--- config.mk ---
export PLATFORM = sky130hd
export DESIGN_NAME = frl_node
export DESIGN_NICKNAME = d
export VERILOG_FILES = /design/src/logic/frl_pkg.sv /design/src/logic/frl_node.sv
export VERILOG_INCLUDE_DIRS = /design/src /design/src/logic
export SDC_FILE = /design/constraint.sdc
export NUM_CORES = 2
export LEC_CHECK = 0
export BUFFER_PORTS_ARGS = -buffer_cell sky130_fd_sc_hd__clkbuf_2
export CORE_MARGIN = 2
export CORE_UTILIZATION = 55
export CTS_CLUSTER_DIAMETER = 120
export CTS_CLUSTER_SIZE = 40
export DETAILED_ROUTE_END_ITERATION = 8
export PLACE_DENSITY = 0.79
export SLEW_MARGIN = 20
export SYNTH_ARGS = -nofsm -noshare
export SYNTH_HDL_FRONTEND = slang
export SYNTH_SLANG_ARGS = --single-unit
--- constraint.sdc ---
create_clock -name CLOCK_I -period 6.2 [get_ports CLOCK_I]
set_input_delay 0.31 -clock CLOCK_I [delete_from_list [all_inputs] [get_ports CLOCK_I]]
set_output_delay 0.31 -clock CLOCK_I [all_outputs]
set_load 0.005 [all_outputs]
--- src/logic/frl_defines.svh ---
// Purpose: Constants for the fault reconfiguration logic
// Assumes: 100 MHz system clock
// Notes: Times in ns, counts derived
`ifndef FRL_DEFINES_SVH
`define FRL_DEFINES_SVH
`define FRL_CLK_NS 10
`define FRL_RECOV_MIN_NS 32000
`define FRL_TRANS_MIN_NS 16000
`define FRL_UNIT_CYC ((`FRL_TRANS_MIN_NS) / (`FRL_CLK_NS))
`define FRL_RECONF_CYC 4
`define FRL_DATA_W 32
`define FRL_CODE_W 39
`define FRL_MEM_DEPTH 16
`define FRL_BS_PRIM 0
`define FRL_BS_BACK 1
`define FRL_BS_BKAVL 2
`define FRL_BS_REDUN 3
`define FRL_ET_BUS 2'h0
`define FRL_ET_MOD 2'h1
`define FRL_ET_BUSMOD 2'h2
`endif

--- src/logic/frl_pkg.sv ---
// Purpose: Types for the fault reconfiguration logic
// Assumes: frl_defines.svh included
// Notes: Carrier structs plus the one-hot state enum
`include "frl_defines.svh"
package frl_pkg;
   typedef struct packed
   {
      logic valid;
      logic permanent;
      logic [1:0] err_type;
      logic [1:0] bus_id;
      logic [5:0] module_id;
   } frl_report_t;
   typedef struct packed
   {
      logic req;
      logic wr;
      logic [3:0] addr;
      logic [31:0] wdata;
   } frl_mem_req_t;
   typedef enum logic [3:0]
   {
      FRL_IDLE = 4'b0001,
      FRL_WAIT = 4'b0010,
      FRL_RECONF = 4'b0100,
      FRL_DONE = 4'b1000
   } frl_state_t;
endpackage

--- src/logic/frl_node.sv ---
// Purpose: Per-node recovery after a permanent error, plus memory array recovery
// Assumes: Error log report arrives from the detection logic, same clock
// Notes: One node can act as bus interface node or memory controller node
// Functional notes
// - Each node reconfigures alone; activate backup else lock damaged memory.
// - Reconfiguration completes within first few cycles of quiescent period.
// - Node decides from its four-way setting and its bus state redundancy bit whether it is redundant.
// - Clear married flag when report module matches spouse and flag set.
// - Unmarried survivor takes every access instead of alternating.
// - Matching backup bus, range enabled, interleave or redundancy sets both ranges.
// - Memory node on reported bus with backup available toggles bus select.
// - Without redundancy, lock memory left inconsistent by partial multi-module write.
// - Transient errors raise no message; logs only.
// - Permanent error raises reconfiguration message to local processors only.
// - Normal mode forwards read data before ECC check completes.
// - Staged mode returns corrected data, no report for correctable errors.
// - Check code corrects single-bit and detects double-bit errors.
// - Refresh reads one location, reports error, writes back corrected data.
// - Software-controlled spare bit substitutes for any one bit position.
// - Node failing to deactivate is isolated via its other confinement area.
// - Quiescent period length set by timeout duration register.
// - Minimum setting gives about 32 us recovery, 16 us transient limit.
`timescale 1ns/10ps
module frl_node
   import frl_pkg::*;
(
   // Clock and reset
   input wire logic CLOCK_I,
   input wire logic RESET_I,
   // Configuration
   input wire logic IS_MEM_NODE_I,
   input wire logic [1:0] OWN_BUS_ID_I,
   input wire logic [1:0] BACKUP_BUS_ID_I,
   input wire logic [5:0] SPOUSE_ID_I,
   input wire logic MARRIED_SET_I,
   input wire logic FOUR_WAY_I,
   input wire logic [3:0] BUS_STATE_INIT_I,
   input wire logic INIT_I,
   input wire logic [7:0] TIMEOUT_DURATION_I,
   input wire logic SPARE_EN_I,
   input wire logic [5:0] SPARE_POS_I,
   // Error report log
   input wire frl_report_t REPORT_I,
   input wire logic MMA_PARTIAL_I,
   input wire logic OTHER_AREA_DEAD_I,
   // Memory access and refresh
   input wire frl_mem_req_t MEM_REQ_I,
   input wire logic REFRESH_I,
   input wire logic ACCESS_TURN_I,
   // Status and outputs
   output logic MARRIED_O,
   output logic ACTIVE_ACCESS_O,
   output logic [3:0] BUS_STATE_O,
   output logic BUS_SELECT_LINE_O,
   output logic MEM_LOCKED_O,
   output logic INTERPROCESSOR_MESSAGE_O,
   output logic QUIESCENT_O,
   output logic STAGED_O,
   output logic NODE_ISOLATED_O,
   output logic [31:0] RDATA_O,
   output logic RDATA_VALID_O,
   output logic ECC_CORR_O,
   output logic ECC_UNCORR_O,
   output logic SCRUB_REPORT_O
);
   localparam int unsigned UNIT_CYC = `FRL_UNIT_CYC;

   frl_state_t state_r;
   logic [22:0] quiet_cnt_r;
   logic [7:0] step_r;
   logic [2:0] reconf_cnt_r;
   logic [1:0] rep_bus_r;
   logic [5:0] rep_mod_r;
   logic [1:0] rep_type_r;
   logic mma_r;
   logic [38:0] mem_r [`FRL_MEM_DEPTH];
   logic [3:0] scrub_addr_r;
   logic fwd_pend_r;
   logic [31:0] fwd_fix_r;
   logic fwd_bad_r;
   logic fwd_corr_r;

   // Hamming check bits over 38 bit positions, plus overall parity
   function automatic logic [38:0] ecc_enc(input logic [31:0] d);
      logic [38:0] w;
      int k;
      w = '0;
      k = 0;
      for (int p = 1; p < 39; p++)
      begin
         if ((p & (p - 1)) != 0)
         begin
            w[p] = d[k];
            k++;
         end
      end
      for (int b = 0; b < 6; b++)
      begin
         for (int p = 1; p < 39; p++)
         begin
            if ((p & (1 << b)) != 0 && p != (1 << b))
            begin
               w[1 << b] = w[1 << b] ^ w[p];
            end
         end
      end
      w[0] = ^w[38:1];
      return w;
   endfunction

   function automatic logic [31:0] ecc_data(input logic [38:0] w);
      logic [31:0] d;
      int k;
      d = '0;
      k = 0;
      for (int p = 1; p < 39; p++)
      begin
         if ((p & (p - 1)) != 0)
         begin
            d[k] = w[p];
            k++;
         end
      end
      return d;
   endfunction

   // Returns {uncorrectable, corrected, fixed word}
   function automatic logic [40:0] ecc_fix(input logic [38:0] w);
      logic [5:0] syn;
      logic par;
      logic [38:0] f;
      syn = '0;
      f = w;
      for (int p = 1; p < 39; p++)
      begin
         if (w[p])
         begin
            syn = syn ^ p[5:0];
         end
      end
      par = ^w;
      if (syn == 6'h00 && !par)
      begin
         return {2'b00, w};
      end
      if (par)
      begin
         if (syn < 6'd39)
         begin
            f[syn] = ~f[syn];
         end
         return {2'b01, f};
      end
      return {2'b10, w};
   endfunction

   // Spare bit stands in for the chosen position on reads
   function automatic logic [38:0] spare_sub(input logic [38:0] w, input logic s,
      input logic en, input logic [5:0] pos);
      logic [38:0] r;
      r = w;
      if (en && pos < 6'd39)
      begin
         r[pos] = s;
      end
      return r;
   endfunction

   logic [15:0] spare_r;
   logic [40:0] rd_fix;
   logic [40:0] sc_fix;
   logic [38:0] rd_word;
   logic [38:0] sc_word;
   logic [38:0] wr_word;
   logic rep_perm;
   logic redundant_bus;
   logic bus_match;
   logic mod_match;

   assign rep_perm = REPORT_I.valid && REPORT_I.permanent;
   assign rd_word = spare_sub(mem_r[MEM_REQ_I.addr], spare_r[MEM_REQ_I.addr],
      SPARE_EN_I, SPARE_POS_I);
   assign sc_word = spare_sub(mem_r[scrub_addr_r], spare_r[scrub_addr_r], SPARE_EN_I,
      SPARE_POS_I);
   assign rd_fix = ecc_fix(rd_word);
   assign sc_fix = ecc_fix(sc_word);
   assign wr_word = ecc_enc(MEM_REQ_I.wdata);
   assign redundant_bus = FOUR_WAY_I || BUS_STATE_O[`FRL_BS_REDUN];
   assign bus_match = rep_type_r != `FRL_ET_MOD;
   assign mod_match = rep_type_r != `FRL_ET_BUS;

   // Quiescent sequence timed by the timeout duration setting
   always_ff @(posedge CLOCK_I or posedge RESET_I)
   begin
      if (RESET_I)
      begin
         state_r <= FRL_IDLE;
         quiet_cnt_r <= '0;
         step_r <= '0;
         reconf_cnt_r <= '0;
         rep_bus_r <= '0;
         rep_mod_r <= '0;
         rep_type_r <= '0;
         mma_r <= 1'b0;
      end
      else
      begin
         case (state_r)
            FRL_IDLE:
            begin
               if (rep_perm)
               begin
                  state_r <= FRL_RECONF;
                  rep_bus_r <= REPORT_I.bus_id;
                  rep_mod_r <= REPORT_I.module_id;
                  rep_type_r <= REPORT_I.err_type;
                  mma_r <= MMA_PARTIAL_I;
                  reconf_cnt_r <= '0;
               end
            end
            FRL_RECONF:
            begin
               reconf_cnt_r <= reconf_cnt_r + 3'd1;
               if (reconf_cnt_r == 3'(`FRL_RECONF_CYC - 1))
               begin
                  state_r <= FRL_WAIT;
                  quiet_cnt_r <= '0;
                  step_r <= '0;
               end
            end
            FRL_WAIT:
            begin
               if (quiet_cnt_r == 23'(UNIT_CYC - 1))
               begin
                  quiet_cnt_r <= '0;
                  step_r <= step_r + 8'd1;
                  if (step_r >= TIMEOUT_DURATION_I + 8'd1)
                  begin
                     state_r <= FRL_DONE;
                  end
               end
               else
               begin
                  quiet_cnt_r <= quiet_cnt_r + 23'd1;
               end
            end
            FRL_DONE:
            begin
               state_r <= FRL_IDLE;
            end
            default:
            begin
               state_r <= FRL_IDLE;
            end
         endcase
      end
   end

   always_ff @(posedge CLOCK_I or posedge RESET_I)
   begin
      if (RESET_I)
      begin
         QUIESCENT_O <= 1'b0;
         STAGED_O <= 1'b0;
      end
      else
      begin
         QUIESCENT_O <= state_r == FRL_RECONF || state_r == FRL_WAIT;
         STAGED_O <= IS_MEM_NODE_I && (state_r == FRL_RECONF || state_r == FRL_WAIT);
      end
   end

   // Module and bus reconfiguration in the first quiescent cycle
   always_ff @(posedge CLOCK_I or posedge RESET_I)
   begin
      if (RESET_I)
      begin
         MARRIED_O <= 1'b0;
         BUS_STATE_O <= 4'h0;
         BUS_SELECT_LINE_O <= 1'b0;
         MEM_LOCKED_O <= 1'b0;
         NODE_ISOLATED_O <= 1'b0;
      end
      else if (INIT_I)
      begin
         MARRIED_O <= MARRIED_SET_I;
         BUS_STATE_O <= BUS_STATE_INIT_I;
         BUS_SELECT_LINE_O <= 1'b0;
         MEM_LOCKED_O <= 1'b0;
         NODE_ISOLATED_O <= 1'b0;
      end
      else if (state_r == FRL_RECONF && reconf_cnt_r == 3'd0)
      begin
         if (mod_match && rep_mod_r == SPOUSE_ID_I && MARRIED_O)
         begin
            MARRIED_O <= 1'b0;
         end
         if (!IS_MEM_NODE_I && bus_match && rep_bus_r == BACKUP_BUS_ID_I
             && (BUS_STATE_O[`FRL_BS_PRIM] || BUS_STATE_O[`FRL_BS_BACK])
             && redundant_bus)
         begin
            BUS_STATE_O[`FRL_BS_PRIM] <= 1'b1;
            BUS_STATE_O[`FRL_BS_BACK] <= 1'b1;
         end
         if (IS_MEM_NODE_I && bus_match && rep_bus_r == OWN_BUS_ID_I
             && BUS_STATE_O[`FRL_BS_BKAVL])
         begin
            BUS_SELECT_LINE_O <= ~BUS_SELECT_LINE_O;
            BUS_STATE_O[`FRL_BS_BKAVL] <= 1'b0;
         end
         if (mma_r && !MARRIED_O && !redundant_bus)
         begin
            MEM_LOCKED_O <= 1'b1;
         end
         if (OTHER_AREA_DEAD_I && bus_match && mod_match)
         begin
            NODE_ISOLATED_O <= 1'b1;
            BUS_STATE_O[`FRL_BS_PRIM] <= 1'b0;
            BUS_STATE_O[`FRL_BS_BACK] <= 1'b0;
         end
      end
   end

   // Message to local processors only, never onto the memory bus
   always_ff @(posedge CLOCK_I or posedge RESET_I)
   begin
      if (RESET_I)
      begin
         INTERPROCESSOR_MESSAGE_O <= 1'b0;
         ACTIVE_ACCESS_O <= 1'b0;
      end
      else
      begin
         INTERPROCESSOR_MESSAGE_O <= !IS_MEM_NODE_I && state_r == FRL_IDLE && rep_perm;
         ACTIVE_ACCESS_O <= !MARRIED_O || ACCESS_TURN_I;
      end
   end

   // Memory array with spare bit and refresh scrubbing
   always_ff @(posedge CLOCK_I)
   begin
      if (MEM_REQ_I.req && MEM_REQ_I.wr && !MEM_LOCKED_O)
      begin
         mem_r[MEM_REQ_I.addr] <= wr_word;
         spare_r[MEM_REQ_I.addr] <= (SPARE_POS_I < 6'd39) ? wr_word[SPARE_POS_I] : 1'b0;
      end
      else if (REFRESH_I && sc_fix[39])
      begin
         mem_r[scrub_addr_r] <= sc_fix[38:0];
         spare_r[scrub_addr_r] <= (SPARE_POS_I < 6'd39) ? sc_fix[SPARE_POS_I] : 1'b0;
      end
   end

   always_ff @(posedge CLOCK_I or posedge RESET_I)
   begin
      if (RESET_I)
      begin
         scrub_addr_r <= '0;
         SCRUB_REPORT_O <= 1'b0;
      end
      else
      begin
         SCRUB_REPORT_O <= REFRESH_I && (sc_fix[39] || sc_fix[40]);
         if (REFRESH_I)
         begin
            scrub_addr_r <= scrub_addr_r + 4'd1;
         end
      end
   end

   // Read path: forward early in normal mode, corrected in staged mode
   always_ff @(posedge CLOCK_I or posedge RESET_I)
   begin
      if (RESET_I)
      begin
         RDATA_O <= '0;
         RDATA_VALID_O <= 1'b0;
         ECC_CORR_O <= 1'b0;
         ECC_UNCORR_O <= 1'b0;
         fwd_fix_r <= '0;
         fwd_bad_r <= 1'b0;
         fwd_corr_r <= 1'b0;
         fwd_pend_r <= 1'b0;
      end
      else
      begin
         RDATA_VALID_O <= 1'b0;
         fwd_pend_r <= 1'b0;
         ECC_CORR_O <= fwd_pend_r && fwd_corr_r;
         ECC_UNCORR_O <= fwd_pend_r && fwd_bad_r;
         if (MEM_REQ_I.req && !MEM_REQ_I.wr && !MEM_LOCKED_O)
         begin
            RDATA_VALID_O <= 1'b1;
            if (STAGED_O)
            begin
               RDATA_O <= ecc_data(rd_fix[38:0]);
               fwd_corr_r <= 1'b0;
            end
            else
            begin
               RDATA_O <= ecc_data(rd_word);
               fwd_corr_r <= rd_fix[39];
            end
            fwd_bad_r <= rd_fix[40];
            fwd_pend_r <= 1'b1;
         end
      end
   end
endmodule

== Word level (Yosys, flattened, before mapping) ==
Memories as Yosys holds them, arrays and structs flattened.
Cells that the tools add are included.
Word-level totals
  flip-flop bits (word level): 119
  bits in latches: 0
  memory bits (writable): 624
  ROM bits: 0
  input port bits: 89
  output and inout port bits: 48
  word-level logic and storage cells: 1142
  memories kept: 1
Operators by class
  add/subtract/negate cells: 65
  multiply operators: 0
  divide/modulo/power cells: 0
  magnitude comparators: 138
  equality and inequality tests: 13
  shift operators: 0
  multiplexer cells: 601
  bitwise logic cells: 161
  reduce and logical (&&, ||, !) cells: 135
Memory list
  mem_r: depth 16, width 39, read ports 2, clocked after memory_dff 0, write ports 1, line frl_node.sv:76  | logic [38:0] mem_r [`FRL_MEM_DEPTH];
Operator list (number)
  $mux 32: 245
  $bwmux 32: 62
  $ge 32x1->1 const B: 62
  $lt 32x7->1 const B: 62
  $add 32x2->32 const B: 60
  $mux 41: 8
  $demux 1 s5: 62
  $mux 39: 5
  $mux 5: 32
  $bwmux 39: 4
  $mux 1: 108
  $logic_and 1x1->1: 96
  $mux 4: 21
  $mux 6: 14
  $xor 1x1->1: 84
  $not 3->3: 26
  $reduce_xor 39->1: 2
  $not 2->2: 26
  $mux 23: 2
  $pmux 23 s2: 1
  $not 4->4: 10
  $reduce_or 39->1: 1
  $reduce_xor 38->1: 1
  $mux 3: 11
  other kinds (42): 108

== Depth between registers and ports, before layout ==
  depth in word-level cells: 179
  gate-level depth with buffers: 27
  gate-level depth less buffers: 17

== Least setup slack after synthesis ==
OpenSTA, ideal clock, no wires.
  path kind: reg-to-reg
  start: register scrub_addr_r[1]
  end: memory mem_r[15][0], enable pin
  setup time: 435 ps
  arrival time: 6058 ps
  data required time: 5765 ps
  path slack: -293 ps
  stages on the path, launching flop included: 20
  buffers on the path: 7
  clock period less this slack: 6493 ps
  cell sequence: dfrtp_1 buf_6 buf_12 buf_8 buf_8 buf_6 mux4_2 mux2i_2 xnor2_1 mux2i_1 a311oi_4 xnor3_2 inv_2 xnor2_1 xnor2_1 and3_1 clkbuf_1 clkbuf_1 a31oi_1 nor2_1
On the way
  cells in the longest elaborated chain, start to end: 70
  elaborated cells on any way between the ends: 92
  those cells by class: 53 x mux; 32 x bitwise; 6 x reduce/logical; 1 x memory
Ends and longest elaborated chain
  from (decl): line frl_node.sv:77  | logic [3:0] scrub_addr_r;
  from (signal assigned): line frl_node.sv:366  | scrub_addr_r <= scrub_addr_r + 4'd1;
  $bmux 1 s4: line frl_node.sv:183  | assign sc_word = spare_sub(mem_r[scrub_addr_r], spare_r[scrub_addr_r], SPARE_EN_I,
  $mux 1 (implied by the code): line frl_node.sv:183
  $bwmux 39: line frl_node.sv:164  | r[pos] = s;
  $mux 39: line frl_node.sv:162  | if (en && pos < 6'd39)
  $mux 1: line frl_node.sv:136  | if (w[p])
  $mux 2: line frl_node.sv:136
  $not 2->2 (no source line)
  $mux 2: line frl_node.sv:136
  [54 not listed]
  $mux 1: line frl_node.sv:142  | if (syn == 6'h00 && !par)
  $mux 41: line frl_node.sv:146  | if (par)
  $logic_and 1x1->1: line frl_node.sv:347  | else if (REFRESH_I && sc_fix[39])
  $mux 1: line frl_node.sv:347
  $mux 1: line frl_node.sv:342  | if (MEM_REQ_I.req && MEM_REQ_I.wr && !MEM_LOCKED_O)
  $mux 1 (implied by the code): line frl_node.sv:349  | mem_r[scrub_addr_r] <= sc_fix[38:0];
  $reduce_or 39->1 (no source line)
  $mux 4 (no source line) / $mux 1 (equally long branches)
  to (decl): line frl_node.sv:76
Parallel ways exist; a longest one is shown, timed or not. The select of a mux whose other input is x is not followed.

== Final worst setup path ==
  start: register scrub_addr_r[1]
  end: memory mem_r[0][19], data pin
On the way
  cells in the longest elaborated chain, start to end: 70
  elaborated cells on any way between the ends: 103
  those cells by class: 3 x order compare; 59 x mux; 33 x bitwise; 7 x reduce/logical; 1 x memory
Ends and longest elaborated chain (line)
  $bmux 1 s4: frl_node.sv:183
  $mux 1 (implied by the code): frl_node.sv:183
  $bwmux 39: frl_node.sv:164
  $mux 39 *: frl_node.sv:162
  $mux 1: frl_node.sv:136
  $mux 2: frl_node.sv:136
  $not 2->2 (no source line)
  $mux 2: frl_node.sv:136
  [54 not listed]
  $mux 1, on equally long branches: frl_node.sv:150, frl_node.sv:142
  $demux 1 s6 / $mux 41 (equally long branches): frl_node.sv:150, frl_node.sv:146
  $bwmux 39 / $logic_and 1x1->1 (equally long branches): frl_node.sv:150, frl_node.sv:347
  $mux 39 / $mux 1 (equally long branches): frl_node.sv:148, frl_node.sv:347
  $mux 41 / $mux 1 (equally long branches): frl_node.sv:146, frl_node.sv:342
  $mux 41 / $mux 1 (equally long branches): frl_node.sv:154, frl_node.sv:349
  $mux 41 *: frl_node.sv:146
  $mux 39 (no source line) *
Mark *: on every way between the ends. The rest lies on a longest branch, timed or not. The select of a mux whose other input is x is not followed.

==> impl_metrics.ini <==
[status]
status = finished clean

[critical_path]
r2r_setup_slack_ns = 0.07
cp-start-kind = flip-flop
r2r-start = scrub_addr_r[1]
critPathKind = flip-flop to flip-flop
path_max_fanout = 22
crit_slowest_cell = mux4_2
crit_required_ns = 6.71
crit_family = XOR/XNOR gates
cp.arrival_ns = 6.64
crit_path_start = scrub_addr_r[1]
crit_path_cell_trace = buf_12 > buf_12 > mux4_2 > nand2_1 > and2_1 > mux4_2 > xnor2_1 > xnor2_1 > xnor2_1 > xnor3_2 > xor2_4 > buf_4 > nor4_1 > a211oi_1 > o211ai_1 > and4_1 > inv_1 > nand3_1 > buf_4 > buf_4 > mux2_2 > o21ai_4 > buf_2
slowest_delay_ns = 0.59
worstSetupEndpointType = flip-flop
crit_buf_inv = 7

[global_route]
antenna_found_initial = 6
grt_max_degree = 72
track_usage_pct = 37.4
grt_pass1_wl_mm = 222
grt_pass1_vias = 31900
grt_overflow = 0

[clock_network]
root_buffer = clkbuf_16
cts_made_buffers = 24
clk_pin_slew_ns = 0.14
h-tree-depth = 1
worstSkewPairLatency_ns = 0.67
clockBufferDepth = 3
cts_tree = yes
clock-sinks = 743

[route]
ant_nets = 0
via_per_inst = 7.05
via_count = 32700
routed_wl_mm = 153
remaining_drc_errors = 0
dr.pass1.iters = 6
routedWlPerCell_um = 32.9
drtIter0Drc = 4945

[logic_synthesis]
synth_edf_count = 640
ys_seq_elements = 743
seq_area_frac_synth_pct = 50.1
postSynthAreaPerCell_um2 = 13.8
ys.flop_type = edfxtp_1
synth_cells = 3163
synth_fp_nets = 3270
synth_area_um2 = 43500
synth.top_cells.by_count = edfxtp_1, mux4_2, nand2_1
synthArstFlopShare_pct = 13.9
synth_warnings = 0
yosys.area.top_type = edfxtp_1
synth.top_cell.area_share_pct = 44.2
yosysUniqueCellTypes = 115
synth.area.top_cells = edfxtp_1, mux4_2, dfrtp_1
yosysMostFrequentCell = edfxtp_1

[timing]
max_freq_ghz = 0.163
finalSetupTns_ns = 0
setup_viol = 0
hold_ws_ns = 0.0604
clock_skew_ns = 0.0752
rsz0062_at_grt = yes
hold_violations = 0
maxSlewHeadroom_pct = 20.2
worstMarginPinSlew_ns = 1.18
min_period_ns = 6.13
maxSlewViolCount = 0
fin_crit_sh_pct = 98.8

[floorplan]
die_width_um = 285
core_um2 = 78600
dieArea_um2 = 81400
ios = 137
core.rowCount = 103
die_h_um = 285
start_util_pct = 55.4

[cells_and_area]
syn2layout_area_growth_pct = 14.4
finish.utilization_pct = 63.3
final_cell_count_no_fill = 4645
fin_nets = 3690
fillers = 5715
drive_gt1_share_pct = 31.7

[hold_path]
hold_start = FOUR_WAY_I
hp-class = primary input to flip-flop

[place]
dpl.hpwl_mm = 112
dp.cells = 4574
place_congestion = 1.11
io_buffer_count = 136

[flow_run]
maxCapViolations = 0
-- flip-flops by register name, summed over array words and instances, names as in the netlist, 2 cells and up --
| name | cells |
|---|---|
| step_r | 8 |
| state_r | 4 |
| BUS_STATE_O | 4 |
| RDATA_O | 32 |
| reconf_cnt_r | 3 |
| rep_type_r | 2 |
| rep_mod_r | 6 |
| scrub_addr_r | 4 |
| quiet_cnt_r | 23 |
| mem_r | 624 |
| rep_bus_r | 2 |
| spare_r | 16 |
-- worst register-to-register path: stages, from the launching register on --
cell	delay, ns
dfrtp_4	0.55
buf_12	0.18
buf_12	0.21
mux4_2	0.37
nand2_1	0.05
and2_1	0.24
mux4_2	0.59
xnor2_1	0.17
xnor2_1	0.27
xnor2_1	0.18
xnor3_2	0.57
xor2_4	0.30
buf_4	0.24
nor4_1	0.08
a211oi_1	0.25
o211ai_1	0.12
and4_1	0.21
inv_1	0.09
nand3_1	0.10
buf_4	0.20
buf_4	0.14
mux2_2	0.32
o21ai_4	0.31
buf_2	0.26
-- worst paths after layout --
check / depth (start not counted) / end
max in group asynchronous: 4 / scrub_addr_r[0]
worst max register to register: 23 / mem_r[0][19]
worst min-delay path: 4 / MEM_LOCKED_O
min in group asynchronous: 3 / fwd_bad_r
worst max-delay path: 23 / mem_r[0][19]
worst min register to register: 2 / RDATA_O[1]
-- cell usage in the layout, fill, tap and decap left out, drive strengths merged, types with 13 or more instances in the layout --
cell type      n
a211oi        13
a21oi         93
a22oi         23
a31oi         19
and2          28
and3          19
buf          449
clkbuf       161
dfrtp        102
dlygate4sd3   22
edfxtp       640
ha            18
inv           36
mux2          31
mux2i        111
mux4         367
nand2        343
nand2b        18
nand3         84
nand4         13
nor2         197
nor3          47
nor4          14
o211ai        34
o21ai        171
o22ai         41
o31ai         16
or2           13
xnor2        187
xnor3         13
xor2          72
-- layout make-up --
| type | count | area (um^2) | share of cell area [%] |
|---|---|---|---|
| inverter | 33 | 129 | 0.259 |
| sequential | 743 | 21800 | 43.8 |
| clock buffer | 29 | 619 | 1.24 |
| clock inverter | 7 | 120 | 0.241 |
| multi-input combinational | 2178 | 20700 | 41.6 |
| timing repair buffer | 603 | 5080 | 10.2 |
| antenna | 2 | 5.00 | 0.0101 |
| tap | 1050 | 1310 | 2.64 |
-- kinds of logic after synthesis --
family / after synthesis / share of synthesized area [%]
xor gates and xnor gates: 275 / 6.58
adders and majority gates: 18 / 0.518
DFF: 743 / 50.1
muxes: 509 / 22.4
and+or+nand+nor: 839 / 8.94
buffers and inverters: 242 / 3.11
AOI/OAI and AO/OA: 537 / 8.34
-- routing by layer --
layer | routed length (um) | global-route usage, %
met1 | 53800 | 51.0
met2 | 69200 | 57.5
met3 | 21000 | 9.30
met4 | 8960 | 16.7
met5 | 26 | 0
-- metrics by stage --
stage | setup WS [ns] | cell area (um^2)
5_1_grt | -0.0151 | 49800
3_3_place_gp | -0.163 | 48500
6_report | 0.0718 | 49800
4_1_cts | 0.0615 | 49500
2_1_floorplan | -0.293 | 43500
3_5_place_dp | -0.138 | 48500
-- repair_timing --
| action | 4_1_cts | 5_1_grt |
|---|---|---|
| hold buffers | 22 | 0 |
| resized for setup | 3 | 34 |
| setup endpoints to repair | 112 | 705 |
| setup buffers | 1 | 9 |
| hold endpoints to repair | 59 | 0 |
| pin swaps | 1 | 3 |
| cloned | 0 | 1 |
Power is left out: the tool's default activity adds up to more than one toggle a clock period on the data nets, which glitch-free logic cannot reach.
